<file path="src/fqp_pkg.sv">
package fqp_pkg;
   // Bus geometry: byte address, one 32-bit word per query location
   localparam int ADDR_W = 12;
   localparam int IDX_W  = 10;
   localparam int IDX_LSB = 2;
   localparam int DATA_W = 32;
   localparam int BE_W   = 4;

   // Query location indices; byte address is four times the index
   localparam logic [IDX_W-1:0] IDX_T1_GEOM = 10'h136;
   localparam logic [IDX_W-1:0] IDX_T1_END  = 10'h13a;
   localparam logic [IDX_W-1:0] IDX_T1_CELL = 10'h13c;
   localparam logic [IDX_W-1:0] IDX_T1_CAP  = 10'h13d;
   localparam logic [IDX_W-1:0] IDX_T1_PROG = 10'h13e;
   localparam logic [IDX_W-1:0] IDX_T2_GEOM = 10'h144;
   localparam logic [IDX_W-1:0] IDX_T2_END  = 10'h148;
   localparam logic [IDX_W-1:0] IDX_T2_CELL = 10'h14a;
   localparam logic [IDX_W-1:0] IDX_T2_CAP  = 10'h14b;
   localparam logic [IDX_W-1:0] IDX_LAST    = 10'h14b;

   // Control and decoded status words
   localparam logic [IDX_W-1:0] IDX_CTRL    = 10'h180;
   localparam logic [IDX_W-1:0] IDX_T1_CNT  = 10'h181;
   localparam logic [IDX_W-1:0] IDX_T1_SIZE = 10'h182;
   localparam logic [IDX_W-1:0] IDX_T2_CNT  = 10'h183;
   localparam logic [IDX_W-1:0] IDX_T2_SIZE = 10'h184;

   localparam int ROM_BYTES = 22;
   localparam int ROM_AW    = 5;

   // Field layout
   localparam int CNT_W    = 16;
   localparam int SIZE_LSB = 16;
   localparam int UNIT_SH  = 8;
   localparam int BYTES_W  = CNT_W + UNIT_SH;
   localparam int CTRL_BOTTOM_BIT = 0;
   localparam logic CTRL_BOTTOM_RST = 1'b1;

   // Reserved bits read as zero; hidden type 2 bytes read erased
   localparam logic [7:0]  CELL_MASK = 8'h1f;
   localparam logic [7:0]  CAP_MASK  = 8'h07;
   localparam logic [47:0] PROG_MASK = 48'h80ff_00ff_80ff;
   localparam logic [7:0]  ERASED    = 8'hff;

   typedef enum logic [3:0] {
      ST_IDLE  = 4'b0001,
      ST_FETCH = 4'b0010,
      ST_LOAD  = 4'b0100,
      ST_ACK   = 4'b1000
   } fqp_state_t;
endpackage

</file>
<file path="src/fqp_rom.sv">
`timescale 1ns/100ps
module fqp_rom #(
   parameter int                    N_BYTES = 22,
   parameter int                    AW      = 5,
   parameter logic [8*N_BYTES-1:0] IMG     = '0
) (
   input  wire logic          ref_clk,
   input  wire logic          rst_n,
   input  wire logic [AW-1:0] idx,
   output logic      [7:0]    data
);
   typedef struct packed {
      logic [7:0] q;
   } fqp_rom_st_t;

   fqp_rom_st_t r;
   fqp_rom_st_t n;

   always_comb begin
      n = r;
      if (int'(idx) < N_BYTES) begin
         n.q = IMG[8*idx +: 8];
      end else begin
         n.q = 8'h00;
      end
   end

   always_ff @(posedge ref_clk or negedge rst_n) begin
      if (!rst_n) begin
         r <= '0;
      end else begin
         r <= n;
      end
   end

   assign data = r.q;
endmodule

</file>
<file path="src/fqp_geom_decode.sv">
`timescale 1ns/100ps
module fqp_geom_decode
   import fqp_pkg::*;
#(
   parameter int NT = 2
) (
   input  wire logic                      ref_clk,
   input  wire logic                      rst_n,
   input  wire logic [NT-1:0][31:0]       geom,
   output logic      [NT-1:0][CNT_W:0]    blk_count,
   output logic      [NT-1:0][BYTES_W-1:0] blk_bytes
);
   typedef struct packed {
      logic [NT-1:0][CNT_W:0]     cnt;
      logic [NT-1:0][BYTES_W-1:0] bytes;
   } fqp_dec_st_t;

   fqp_dec_st_t r;
   fqp_dec_st_t n;
   logic [NT-1:0][CNT_W:0]     cnt_n;
   logic [NT-1:0][BYTES_W-1:0] bytes_n;

   genvar g;
   generate
      for (g = 0; g < NT; g++) begin : g_type
         // Count is y plus one; wider by a bit so ffffh does not wrap
         assign cnt_n[g] = {1'b0, geom[g][CNT_W-1:0]} + 17'h00001;
         // Size field is in 256-byte units
         assign bytes_n[g] = {geom[g][SIZE_LSB +: CNT_W], 8'h00};
      end
   endgenerate

   always_comb begin
      n = r;
      n.cnt = cnt_n;
      n.bytes = bytes_n;
   end

   always_ff @(posedge ref_clk or negedge rst_n) begin
      if (!rst_n) begin
         r <= '0;
      end else begin
         r <= n;
      end
   end

   assign blk_count = r.cnt;
   assign blk_bytes = r.bytes;
endmodule

</file>
<file path="src/fqp_query_rom.sv">
// The Avalon-MM slave port was decided locally.
`timescale 1ns/100ps
// Overview of operation
// - Type 1 block count minus one at 136h
// - Type 1 block size in 256-byte units
// - Type 1 erase endurance, thousands, at 13Ah
// - Type 1 bits per cell, reserved bits 13Ch
// - Type 1 page/sync capability flags at 13Dh
// - Type 1 program region size, legacy bit 15
// - Control mode sizes, legacy bit 47
// - Type 2 geometry at 144h, bottom only
// - Type 2 erase endurance at 148h
// - Type 2 cell info at 14Ah
// - Type 2 capability flags at 14Bh
module fqp_query_rom #(
   parameter logic [31:0] T1_GEOM = 32'h0080_0003,
   parameter logic [15:0] T1_END  = 16'h0064,
   parameter logic [7:0]  T1_CELL = 8'h02,
   parameter logic [7:0]  T1_CAP  = 8'h03,
   parameter logic [47:0] T1_PROG = 48'h8000_0000_8000,
   parameter logic [31:0] T2_GEOM = 32'h0200_01fe,
   parameter logic [15:0] T2_END  = 16'h0064,
   parameter logic [7:0]  T2_CELL = 8'h02,
   parameter logic [7:0]  T2_CAP  = 8'h03
) (
   input  wire logic                          ref_clk,
   input  wire logic                          rst_n,
   input  wire logic [fqp_pkg::ADDR_W-1:0]    avs_address,
   input  wire logic                          avs_read,
   input  wire logic                          avs_write,
   input  wire logic [fqp_pkg::DATA_W-1:0]    avs_writedata,
   input  wire logic [fqp_pkg::BE_W-1:0]      avs_byteenable,
   output logic      [fqp_pkg::DATA_W-1:0]    avs_readdata,
   output logic                               avs_waitrequest
);
   import fqp_pkg::*;

   // Reserved bits are masked so a careless parameter cannot leak them
   localparam logic [8*ROM_BYTES-1:0] IMG = {
      T2_CAP & CAP_MASK,
      T2_CELL & CELL_MASK,
      T2_END,
      T2_GEOM,
      T1_PROG & PROG_MASK,
      T1_CAP & CAP_MASK,
      T1_CELL & CELL_MASK,
      T1_END,
      T1_GEOM
   };

   typedef struct packed {
      fqp_state_t        st;
      logic [IDX_W-1:0]  idx;
      logic              bottom;
      logic [DATA_W-1:0] rdata;
      logic              waitreq;
   } fqp_main_st_t;

   localparam fqp_main_st_t RST_VAL = '{
      st:      ST_IDLE,
      idx:     '0,
      bottom:  CTRL_BOTTOM_RST,
      rdata:   '0,
      waitreq: 1'b1
   };

   fqp_main_st_t r;
   fqp_main_st_t n;

   logic [IDX_W-1:0]          rom_off;
   logic [ROM_AW-1:0]         rom_idx;
   logic [7:0]                rom_q;
   logic                      in_rom;
   logic                      is_t2;
   logic [7:0]                rom_byte;
   logic [DATA_W-1:0]         sel_data;
   logic [1:0][31:0]          geom;
   logic [1:0][CNT_W:0]       blk_count;
   logic [1:0][BYTES_W-1:0]   blk_bytes;
   logic                      ctrl_wr;

   assign geom[0] = T1_GEOM;
   assign geom[1] = T2_GEOM;

   // Location decode on the latched index, stable while the ROM fetches
   assign rom_off = r.idx - IDX_T1_GEOM;
   assign rom_idx = rom_off[ROM_AW-1:0];
   assign in_rom  = (r.idx >= IDX_T1_GEOM) && (r.idx <= IDX_LAST);
   assign is_t2   = (r.idx >= IDX_T2_GEOM);

   fqp_rom #(
      .N_BYTES (ROM_BYTES),
      .AW      (ROM_AW),
      .IMG     (IMG)
   ) u_rom (
      .ref_clk (ref_clk),
      .rst_n   (rst_n),
      .idx     (rom_idx),
      .data    (rom_q)
   );

   fqp_geom_decode #(
      .NT (2)
   ) u_dec (
      .ref_clk   (ref_clk),
      .rst_n     (rst_n),
      .geom      (geom),
      .blk_count (blk_count),
      .blk_bytes (blk_bytes)
   );

   // Non-bottom parts carry no second block type; its query bytes read erased, decoded words at 183h/184h are not gated
   always_comb begin
      if (is_t2 && !r.bottom) begin
         rom_byte = ERASED;
      end else begin
         rom_byte = rom_q;
      end
   end

   always_comb begin
      sel_data = '0;
      if (in_rom) begin
         sel_data = {24'h000000, rom_byte};
      end else begin
         unique case (r.idx)
            IDX_CTRL: begin
               sel_data[CTRL_BOTTOM_BIT] = r.bottom;
            end
            IDX_T1_CNT: begin
               sel_data[CNT_W:0] = blk_count[0];
            end
            IDX_T1_SIZE: begin
               sel_data[BYTES_W-1:0] = blk_bytes[0];
            end
            IDX_T2_CNT: begin
               sel_data[CNT_W:0] = blk_count[1];
            end
            IDX_T2_SIZE: begin
               sel_data[BYTES_W-1:0] = blk_bytes[1];
            end
            default: begin
               sel_data = '0;
            end
         endcase
      end
   end

   // Only the control word takes writes; query locations ignore them
   assign ctrl_wr = avs_write && (r.idx == IDX_CTRL) && avs_byteenable[0];

   always_comb begin
      n = r;
      unique case (r.st)
         ST_IDLE: begin
            if (avs_read) begin
               n.idx = avs_address[ADDR_W-1:IDX_LSB];
               n.st = ST_FETCH;
            end else if (avs_write) begin
               n.idx = avs_address[ADDR_W-1:IDX_LSB];
               n.waitreq = 1'b0;
               n.st = ST_ACK;
            end
         end
         ST_FETCH: begin
            n.st = ST_LOAD;
         end
         ST_LOAD: begin
            n.rdata = sel_data;
            n.waitreq = 1'b0;
            n.st = ST_ACK;
         end
         ST_ACK: begin
            if (ctrl_wr) begin
               n.bottom = avs_writedata[CTRL_BOTTOM_BIT];
            end
            n.waitreq = 1'b1;
            n.st = ST_IDLE;
         end
         default: begin
            n = RST_VAL;
         end
      endcase
   end

   always_ff @(posedge ref_clk or negedge rst_n) begin
      if (!rst_n) begin
         r <= RST_VAL;
      end else begin
         r <= n;
      end
   end

   assign avs_readdata    = r.rdata;
   assign avs_waitrequest = r.waitreq;
endmodule

</file>
<file path="config.mk">
export PLATFORM = sky130hd
export DESIGN_NAME = fqp_query_rom
export DESIGN_NICKNAME = d
export VERILOG_FILES = /design/src/fqp_pkg.sv /design/src/fqp_rom.sv /design/src/fqp_geom_decode.sv /design/src/fqp_query_rom.sv
export SDC_FILE = /design/constraint.sdc
export NUM_CORES = 1
export LEC_CHECK = 0
export ABC_AREA = 1
export BUFFER_PORTS_ARGS = -buffer_cell sky130_fd_sc_hd__buf_2
export CAP_MARGIN = 15
export CORE_UTILIZATION = 35
export DETAILED_ROUTE_END_ITERATION = 16
export SLEW_MARGIN = 25
export SYNTH_ARGS = -nofsm -noshare
export SYNTH_HDL_FRONTEND = slang
export SYNTH_SLANG_ARGS = --single-unit
</file>
<file path="constraint.sdc">
create_clock -name ref_clk -period 1.3 [get_ports ref_clk]
set_input_delay 0.195 -clock ref_clk [delete_from_list [all_inputs] [get_ports ref_clk]]
set_output_delay 0.195 -clock ref_clk [all_outputs]
set_load 0.01 [all_outputs]
</file>
# Yosys cells after proc, flatten, opt, wreduce, memory -nomap -nowiden
# Cells that the tools add are included.
# Widths: inputs -> output; s select.
# totals
regBits	58
latchBits	0
mem_bits_rw	0
romBits	0
inputBits	52
out_inout_bits	33
wordCells	57
n_memories	0
# classes
add_sub_neg	1
multipliers	0
div_mod_pow	0
n_lt_le_gt_ge	4
eq_ne	13
shifts	1
muxes	16
bitwise_logic	3
reduce_logical	11
# op_table
op	n
$shiftx 176x9->8 const A	1
$pmux 32 s2	1
$eq 10x9->1 const B	5
$pmux 15 s3	1
$mux 14	2
$ge 10x9->1 const B	2
$pmux 10 s2	1
$mux 18	1
$mux 8	2
$pmux 4 s3	1
$le 10x9->1 const B	1
$reduce_or 3->1	3
$ne 2x2->1 const B	3
$lt 5x5->1 const B	1
$sub 5x5->5 const B	1
$eq 4x1->1 const B	1
$eq 4x2->1 const B	1
$eq 4x3->1 const B	1
$eq 4x4->1 const B	1
$logic_and 1x1->1	4
$mux 1	4
$pmux 1 s2	2
$reduce_and 2->1	2
$ne 3x3->1 const B	1
other kinds (4)	6

# Logic depth before layout (Yosys ltp)
# Gate-level depths: netlist of the first run.
# depth
depth_word	5
depth_mapped	12

# By module
# Synthesis of the first run repeated with hierarchy kept, for this count alone.
# unflattened
hier_cells	736
hier_area_um2	5913.2
# modules_own_cells
mod	n_inst	cells_each	area_per_inst_um2
fqp_query_rom	1	459	2975.4
fqp_geom_decode	1	229	2565.0
fqp_rom	1	48	372.9

# Worst setup path after synthesis of the first run
# No wires, ideal clock.
# synth_timing
kind	register to register
startpoint	reg r[35] in the netlist's numbering
endpoint	reg u_rom.r, in the netlist u_rom.data[1]
arrival_time_ps	1322
slack_ps	-140
path_stages_with_launch	9
n_path_buf	0
path_cell_list	dfrtp_1 -> inv_1 -> ha_1 -> inv_1 -> nand2_1 -> o21ai_0 -> nor3_1 -> nor2_1 -> nand2_1
# synth_lines
item	line_no	text
from (decl)	fqp_query_rom.sv:67	fqp_main_st_t r;
from (signal assigned)	fqp_query_rom.sv:190	r <= n;
to (signal assigned)	fqp_rom.sv:32	r <= n;
to (decl)	fqp_rom.sv:16	fqp_rom_st_t r;

# Worst setup path after layout of the first run
# layout_timing
startpoint	reg r[44] in the netlist's numbering
endpoint	reg r[38] in the netlist's numbering
# layout_between
elab_chain_cells	4
elab_cells_between_ends	9
cone_classes	5 x eq/ne; 1 x mux; 1 x bitwise; 2 x reduce/logical
# layout_lines
item	line_no	text
$eq 4x3->1, or another cell as far along	fqp_query_rom.sv:154	unique case (r.st)
$reduce_or 3->1 (no line)	n/a	
$not 1->1 (no line)	n/a	
$reduce_and 2->1 (no line)	n/a	
# Several ways; a longest one is shown, not always the timed one.
# A chain may end at the register's enable or synchronous reset.

==> results of run 1 <==
## worst max-delay path, delay by kind of cell, from the launching register on
| kind | cells | cell delay (ps) |
|---|---|---|
| flip-flops | 1 | 570 |
| AO/OA/AOI/OAI | 1 | 70 |
| buffers and inverters | 2 | 250 |
| AND/OR/NAND/NOR | 4 | 500 |
## per-layer routing
| metal | vias to the layer above | global-route usage | part of all wire |
|---|---|---|---|
| li1 | 882 | - | - |
| met1 | 773 | 0.191 | 0.46 |
| met2 | 40 | 0.247 | 0.50 |
| met5 | - | 0 | 0 |
| met4 | 0 | 0.0679 | 0.015 |
| met3 | 5 | 0.0286 | 0.030 |
## power breakdown
| group | internal, uW | switching [uW] |
|---|---|---|
| registers | 1260 | 236 |
| logic | 1700 | 1990 |
| clock network | 620 | 362 |
| total | 3580 | 2590 |
## cell usage after synthesis, drive strengths merged
cell type	n	area, um2
dfrtp	28	701
nand4	5	37.5
xnor2	1	16.3
o22ai	1	6.26
nor3	3	20.0
buf	33	251
inv	30	113
nand2	54	213
a21oi	7	50.1
clkinv	1	5.00
ha	6	75.1
nand3	30	173
xor2	1	16.3
dfstp	3	78.8
conb	2	7.51
nor4	1	6.26
o21ai	20	100
nor2	21	96.3
clkbuf	1	3.75
o31a	1	8.76
## kinds of logic (layout without fill, tap and decap cells)
family / after synthesis / count (layout) / share of synthesized area
simple gates: 114 / 114 / 0.276
xor+xnor: 2 / 2 / 0.0164
buf+inv: 65 / 112 / 0.188
flops: 31 / 31 / 0.394
compound gates: 29 / 29 / 0.0835
fa+ha+maj: 6 / 6 / 0.0379
other cells: 2 / 22 / 0.00380
## worst min path at each step
stage	from	to	slack (ps)	cells past startpoint
2_1_floorplan	rst_n	avs_readdata[0]	-100	0
3_3_place_gp	rst_n	u_dec.blk_bytes[15]	120	1
3_5_place_dp	rst_n	u_dec.blk_bytes[15]	120	1
4_1_cts	avs_address[4]	r[36]	140	3
5_1_grt	avs_address[4]	r[36]	140	3
6_report	avs_address[4]	r[36]	140	3
## cell type report
type / instances / area share
timing repair buffer: 72 / 0.190
multi-input combinational: 173 / 0.413
tap: 72 / 0.0317
timing repair inverter: 1 / 0.00176
clock inverter: 2 / 0.0123
inverter: 31 / 0.0454
sequential: 31 / 0.276
clock buffer: 6 / 0.0291
## what timing repair did
item	CTS	global route
hold buffers	1	0
cloned	1	2
gates resized for setup	35	17
setup endpoints to repair	25	25
setup buffers	6	3
pin swaps	17	10
endpoints found under the hold margin	11	0
## per-stage QoR
step	total power (uW)	std cells	setup slack, ps
after floorplan	3200	269	-38.3
after global placement	4110	368	-181
after detailed placement	4140	368	-182
after CTS	5660	383	-128
after global routing	6650	388	-245
final	6170	388	-171
## flip-flops by register name, summed over array words and instances, names as in the netlist
register / flops
r: 15
avs_readdata: 9
u_rom.data: 5
avs_waitrequest: 1
u_dec.blk_bytes: 1
==> results.ini, run 1 <==
[final_layout]
utilization=0.519
nets=373
register_area_um2=785
final_common_cell=nand2_1
design_area_um2=2840
mostFrequentLayoutCells=46 x nand2_1, 39 x buf_4, 27 x buf_2
drive_above_1_share=0.497
n_antenna_cell=0
final.fill_count=527
syn2layout_area_growth_pct=43.5
multi_input_area_um2=1170

[worst_setup_path]
worst_path_max_delay_cell=dfstp_2
crit_required_ps=1510
reg2reg_depth=7
timing.rr.end=r[38]
crit_chain=inv_4 -> nand3_4 -> nand3_4 -> nor2_4 -> clkbuf_16 -> nand3_2 -> o21ai_1
rr_startpoint=r[44]
endpoint=r[38]
crit_path_max_fanout=5
cp_common_cell=nand3_4
end_kind=flop
cp.arrival_ps=1680
cp-startpoint=r[44]
r2r_setup_slack_ps=-170
worst-setup-path-type=flop to flop
crit_path_start_kind=flop
max_stage_delay_ps=570

[timing]
fin_ws_ps=-171
fin_setup_tns_ps=-2940
finalWorstPathRequiredPeriod_ps=1470
final-hold-violation-count=0
fin_skew_ps=6.16
timing.fmax_mhz=680
setup_viol=23
timing.final.crit_share=1.13
hold_ws_ps=142
finalMaxSlewViolations=0
rsz0062_at_grt=yes

[worst_hold_path]
min_path_type=input port to flop

[yosys]
yosys_register_bits=31
syn_inst=249
yosysSeqAreaShare=0.394
ys_types=33
ys_warn_count=0
netlist_area_um2=1980
syn_area_per_cell_um2=7.94

[routing]
ant_nets=0
drc=0
drtIter0Drc=76
avgViaCountPerCell=4.38
vias=1700
first_pass_iters=4
wl_per_cell_um=10.9
routed_wirelength_um=4230

[outcome]
violations=negative setup slack
outcome=finished with violations

[clock_tree]
clockBufferDepth=2
h-tree-depth=2
clk_latency_ps=280
clock-sinks=31
clk_pin_slew_ps=70
cts-buffers-inserted=5
cts_root_buf=clkbuf_8
cts_tree=done

[power_and_ir_drop]
power.density_nw_per_um2=2180
leakage_uw=0.00143
ir_drop_mv=1.24

[placement]
gp_congestion=0.796
dpl_cell_area_um2=2380
dp_hpwl_um=2940
port_buffers=27

[global_routing]
grt_max_degree=20
antenna_found_initial=0
grt_pass1_wl_um=7050
grt_pass1_vias=1587
grt-ovfl-total=0
grt_usage=0.151

[die]
rows=27
initial_core_util=0.361
pin_count=85
coreArea_um2=5470
die_y_um=77.2
die_area_um2=5960
die_w_um=77.2

[flow_run]
drv_cap=0

(Power assumes the default switching activity.)
==> run 2: changes to the inputs <==
CTS_BUF_LIST = sky130_fd_sc_hd__clkbuf_4   (was unset)
CTS_CLUSTER_DIAMETER = 150   (was unset)
clock period = 1.6 ns   (was 1.3 ns; I/O delays follow)
==> run 2 against run 1 <==
  * Combinational power is 51% lower
  * Worst hold slack got worse by 22 ps
  * Register-to-register slack improved by 260 ps
  * Critical path depth is 1 lower
  * Sequential cell count did not move
  * Clock power decreased by 39%
  * Utilization fell by 11 points
  * The run now ends clean
  * Global-route usage fell by 1.6 points
  * Wire length shrank 13%
  * Power shrank 42%
  * Setup slack better by 260 ps
  * First-iteration DRC count fell by 12%
==> results.ini, run 2 (synthesis results as in run 1) <==
[final_layout]
drive_above_1_share=0.289  ; -0.208
largest_reg_flops=15  ; unchanged
finalNonFillerCells=352  ; -9.3%
nets=337  ; -9.7%
mostFrequentLayoutCells=52 x nand2_1, 27 x buf_2, 26 x dfrtp_1
syn2layout_area_growth_pct=13.1
final.fill_count=587  ; +11%
final_common_cell=nand2_1
regMostFlops=r
n_antenna_cell=0  ; unchanged

[clock_tree]
clock-sinks=31  ; unchanged
cts_root_buf=clkbuf_4
clk_pin_slew_ps=100  ; +30 ps
h-tree-depth=2  ; unchanged
clockBufferDepth=2  ; unchanged
cts-buffers-inserted=5  ; unchanged
cts_tree=done
clk_latency_ps=340  ; +60 ps

[routing]
ant_nets=0  ; unchanged
drtIter0Drc=67  ; -12%
routed_wirelength_um=3660  ; -13%
first_pass_iters=5  ; +1
vias=1547  ; -9.0%
wl_per_cell_um=10.4  ; -4.5%
avgViaCountPerCell=4.39  ; +0.31%
drc=0  ; unchanged

[global_routing]
grt_max_degree=32  ; +60%
grt-ovfl-total=0  ; unchanged
grt_pass1_wl_um=6310  ; -10%
antenna_found_initial=0  ; unchanged
grt_pass1_vias=1399  ; -12%
grt_usage=0.135  ; -0.0158

[worst_setup_path]
crit_path_start_kind=flop
end_kind=flop
cp.arrival_ps=1780  ; +100 ps
crit_required_ps=1870  ; +360 ps
crit_path_max_fanout=7  ; +2
crit_chain=ha_1 -> xnor2_2 -> buf_4 -> nor2_2 -> nand3_1 -> a21oi_2
max_stage_delay_ps=500  ; -70 ps
worst-setup-path-type=flop to flop
worst_path_max_delay_cell=dfrtp_2

[outcome]
outcome=completed

[timing]
finalWorstPathRequiredPeriod_ps=1510  ; +43.1 ps
final-hold-violation-count=0  ; unchanged
timing.final.crit_share=0.946  ; -0.185
fin_skew_ps=8.14  ; +1.99 ps
setup_viol=0  ; -100%
rsz0062_at_grt=yes
finalMaxSlewViolations=0  ; unchanged
slew_headroom=0.558
timing.fmax_mhz=661  ; -2.8%
hold_ws_ps=121  ; -21.6 ps
fin_ws_ps=86.1  ; +257 ps
worst_pin_slew_ps=663

[power_and_ir_drop]
ir_drop_mv=0.787  ; -37%
p_total_uw=3600  ; -42%
leakage_uw=0.00118  ; -18%
power.density_nw_per_um2=1610  ; -26%

[die]
die_area_um2=5960  ; unchanged
rows=27  ; unchanged
pin_count=85  ; unchanged
die_y_um=77.2  ; unchanged
coreArea_um2=5470  ; unchanged
initial_core_util=0.361  ; unchanged
die_w_um=77.2  ; unchanged

[placement]
port_buffers=27  ; unchanged
gp_congestion=0.855  ; +7.3%
post-place-ws_ps=4.94  ; +187 ps
dp_hpwl_um=2750  ; -6.4%
dp.cells=341  ; -7.3%

[flow_run]
drv_cap=0  ; unchanged

[worst_hold_path]
min_path_type=input port to flop

[run 2: final cells by class]
class | instances | area (um2) | area share
clock inverters | 3 | 38.8 | 0.0173
flip-flops and latches | 31 | 782 | 0.350
well taps | 72 | 90.1 | 0.0403
inverters | 31 | 120 | 0.0537
clock buffers | 5 | 37.5 | 0.0168
repair buffers | 37 | 225 | 0.101
multi-input cells | 173 | 943 | 0.422
[run 2: worst paths after layout]
kind | end | depth (start not counted) | from | slack [ps]
max reg2reg | u_rom.data[0] | 6 | r[36] | 90
max | u_rom.data[0] | 6 | r[36] | 90
min | r[36] | 3 | avs_address[4] | 120
min reg2reg | avs_readdata[0] | 2 | avs_readdata[0] | 480
max in group asynchronous | r[35] | 2 | rst_n | 660
min in group asynchronous | r[45] | 2 | rst_n | 460
[run 2: worst max-delay path, delay by kind of cell (launching register included)]
kind                       cells  cell delay [ps]
DFF                            1              500
and+or+nand+nor                2              220
buffers and inverters          1              170
adders and majority gates      1              240
AOI/OAI and AO/OA              1              140
xor gates and xnor gates       1              170
[run 2: through the flow]
stage               instance area [um2]  utilization  setup TNS [ps]
floorplan                          2050            -               0
global placement                   2090        0.382               0
detailed placement                 2090        0.382               0
CTS                                2180        0.398               0
global route                       2240        0.409           -30.3
finish                             2240        0.409               0
[run 2: metal layers]
layer / vias to the layer above / part of all wire / track usage
met2: 44 / 0.46 / 0.213
li1: 812 / - / -
met5: - / 0 / 0
met1: 687 / 0.49 / 0.177
met3: 4 / 0.046 / 0.0321
met4: 0 / 0.013 / 0.0509
[run 2: power by group]
group / internal, uW / total, uW / switching, uW
Sequential: 1020 / 1190 / 175
Clock: 321 / 596 / 275
Combinational: 683 / 1810 / 1130
Total: 2020 / 3600 / 1580
[run 2: timing repair]
| action | 4_1_cts | 5_1_grt |
|---|---|---|
| buffers inserted | 0 | 2 |
| endpoints found under the setup margin | 1 | 15 |
| endpoints found under the hold margin | 28 | 0 |
| pin swaps | 0 | 1 |
| gates resized for setup | 1 | 12 |
| hold buffers | 1 | 0 |
==> run 3: changes to the inputs <==
clock period = 1.7 ns   (was 1.6 ns; I/O delays follow)
==> run 3 against run 2 <==
  * Sequential share of layout area up 0.93 points
  * Critical path type unchanged
  * Highest routed layer unchanged
  * Setup slack improved by 38 ps
  * Cell count shrank 0.57%
  * Fmax decreased by 3.9%
  * Via count decreased by 1.2%
  * Critical path depth rose by 1
  * Sequential cell count stayed put
==> results.ini, run 3 (synthesis results as in run 1) <==
[worst_setup_path]
worst-setup-path-type=flop to flop
cp-startpoint=r[36]
rr_startpoint=r[36]
end_kind=flop
crit_required_ps=1970  ; +100 ps
cp.arrival_ps=1840  ; +60 ps
crit_path_max_fanout=7  ; unchanged
crit_path_start_kind=flop

[timing]
timing.fmax_mhz=635  ; -3.9%
worst_pin_slew_ps=661  ; -2.29 ps
hold_ws_ps=150  ; +29.5 ps
finalMaxSlewViolations=0  ; unchanged
setup_viol=0  ; unchanged
final-hold-violation-count=0  ; unchanged
slew_headroom=0.559  ; +0.00153
finalWorstPathRequiredPeriod_ps=1580  ; +61.6 ps
fin_skew_ps=6.94  ; -1.20 ps
timing.final.crit_share=0.927  ; -0.0194
rsz0062_at_grt=yes
fin_setup_tns_ps=0  ; unchanged

[power_and_ir_drop]
cellInternalPower_uw=1850  ; -8.8%
p_seq_frac=0.340  ; +0.008
power.density_nw_per_um2=1500  ; -7.0%
combPwrFrac=0.491  ; -0.012
pwr-share-clk=0.169  ; +0.004
ir_drop_mv=0.681  ; -14%
p_switching_uw=1410  ; -11%
leakage_uw=0.00116  ; -1.4%
sw_frac_of_total=0.433  ; -0.00498

[final_layout]
largest_reg_flops=15  ; unchanged
drive_above_1_share=0.248  ; -0.0411
syn2layout_area_growth_pct=9.99
regMostFlops=r
mostFrequentLayoutCells=52 x nand2_1, 27 x nand3_1, 27 x dfrtp_1, 27 x buf_2, 22 x conb_1
multi_input_area_um2=901  ; -4.5%
nets=335  ; -0.59%
design_area_um2=2180  ; -2.7%
final_common_cell=nand2_1
n_antenna_cell=0  ; unchanged
register_area_um2=781  ; -0.16%
finalNonFillerCells=350  ; -0.57%
final.fill_count=595  ; +1.4%

[routing]
drc=0  ; unchanged
wl_per_cell_um=9.82  ; -5.6%
drtIter0Drc=77  ; +15%
ant_nets=0  ; unchanged
routed_wirelength_um=3440  ; -6.1%
avgViaCountPerCell=4.37  ; -0.66%
vias=1528  ; -1.2%
first_pass_iters=4  ; -1

[placement]
gp_congestion=0.853  ; -0.16%
dp.cells=341  ; unchanged
port_buffers=27  ; unchanged
dp_hpwl_um=2750  ; about the same
dpl_cell_area_um2=2090  ; unchanged

[global_routing]
antenna_found_initial=0  ; unchanged
grt-ovfl-total=0  ; unchanged
grt_pass1_wl_um=6000  ; -4.9%
grt_usage=0.127  ; -0.00758
grt_pass1_vias=1333  ; -4.7%
grt_max_degree=32  ; unchanged

[die]
die_y_um=77.2  ; unchanged
pin_count=85  ; unchanged
die_area_um2=5960  ; unchanged
initial_core_util=0.361  ; unchanged
coreArea_um2=5470  ; unchanged
die_w_um=77.2  ; unchanged
rows=27  ; unchanged

[clock_tree]
clock-sinks=31  ; unchanged
clockBufferDepth=2  ; unchanged
clk_latency_ps=330  ; about the same
cts_root_buf=clkbuf_4
cts_tree=done
clk_pin_slew_ps=90  ; about the same
cts-buffers-inserted=5  ; unchanged
h-tree-depth=2  ; unchanged

[worst_hold_path]
min_path_type=input port to flop
worstHoldStart=avs_address[4]

[outcome]
outcome=completed

[flow_run]
drv_cap=0  ; unchanged

==> run 3: path summary, 6_finish.rpt <==
| path | to | slack (ps) | cells past startpoint |
|---|---|---|---|
| setup / recovery | u_rom.data[1] | 120 | 7 |
| hold / removal | r[36] | 150 | 3 |
| setup reg to reg | u_rom.data[1] | 120 | 7 |
| hold reg to reg | avs_readdata[0] | 480 | 2 |
| max in group asynchronous | r[35] | 740 | 2 |
| min in group asynchronous | r[45] | 490 | 2 |
==> run 3: power by group through the flow <==
stage / Sequential (uW) / Combinational, uW / Clock [uW]
floorplan: 1100 / 1240 / 0
global placement: 1120 / 1590 / 0
detailed placement: 1120 / 1610 / 0
CTS: 1110 / 1620 / 571
global route: 1140 / 1840 / 613
finish: 1110 / 1600 / 550
==> run 3: final cells by class <==
cell class / count / share of cell area
multi-input combinational: 173 / 0.414
sequential: 31 / 0.359
timing repair buffer: 35 / 0.0966
inverter: 31 / 0.0541
tap: 72 / 0.0414
clock inverter: 3 / 0.0178
clock buffer: 5 / 0.0173
==> run 3: critical path, cell delays in order (launching register included) <==
cell and delay, ps:
dfrtp_1 510, ha_1 430, inv_1 120, nand2_1 90, o21ai_0 80, nor3_1 190
nor2_1 60, nand2_1 50
==> run 3: layer usage <==
metal | up-vias | wire [um] | GRT usage
met1 | 673 | 1750 | 0.177
li1 | 805 | - | -
met4 | 0 | 64 | 0.0566
met5 | - | 0 | 0
met3 | 7 | 146 | 0.0214
met2 | 43 | 1480 | 0.192
==> run 3: repair_timing <==
item	4_1_cts	5_1_grt
setup buffers	0	0
hold buffers	1	0
endpoints found under the setup margin	0	9
gates resized for setup	0	1
endpoints found under the hold margin	28	0
==> run 3: stage by stage <==
step,setup slack (ps),utilization,total power (uW)
after global routing,-6.44,0.398,3590
after floorplan,260,-,2340
after CTS,76.7,0.397,3300
final,124,0.398,3260
after detailed placement,102,0.382,2730
after global placement,129,0.382,2720
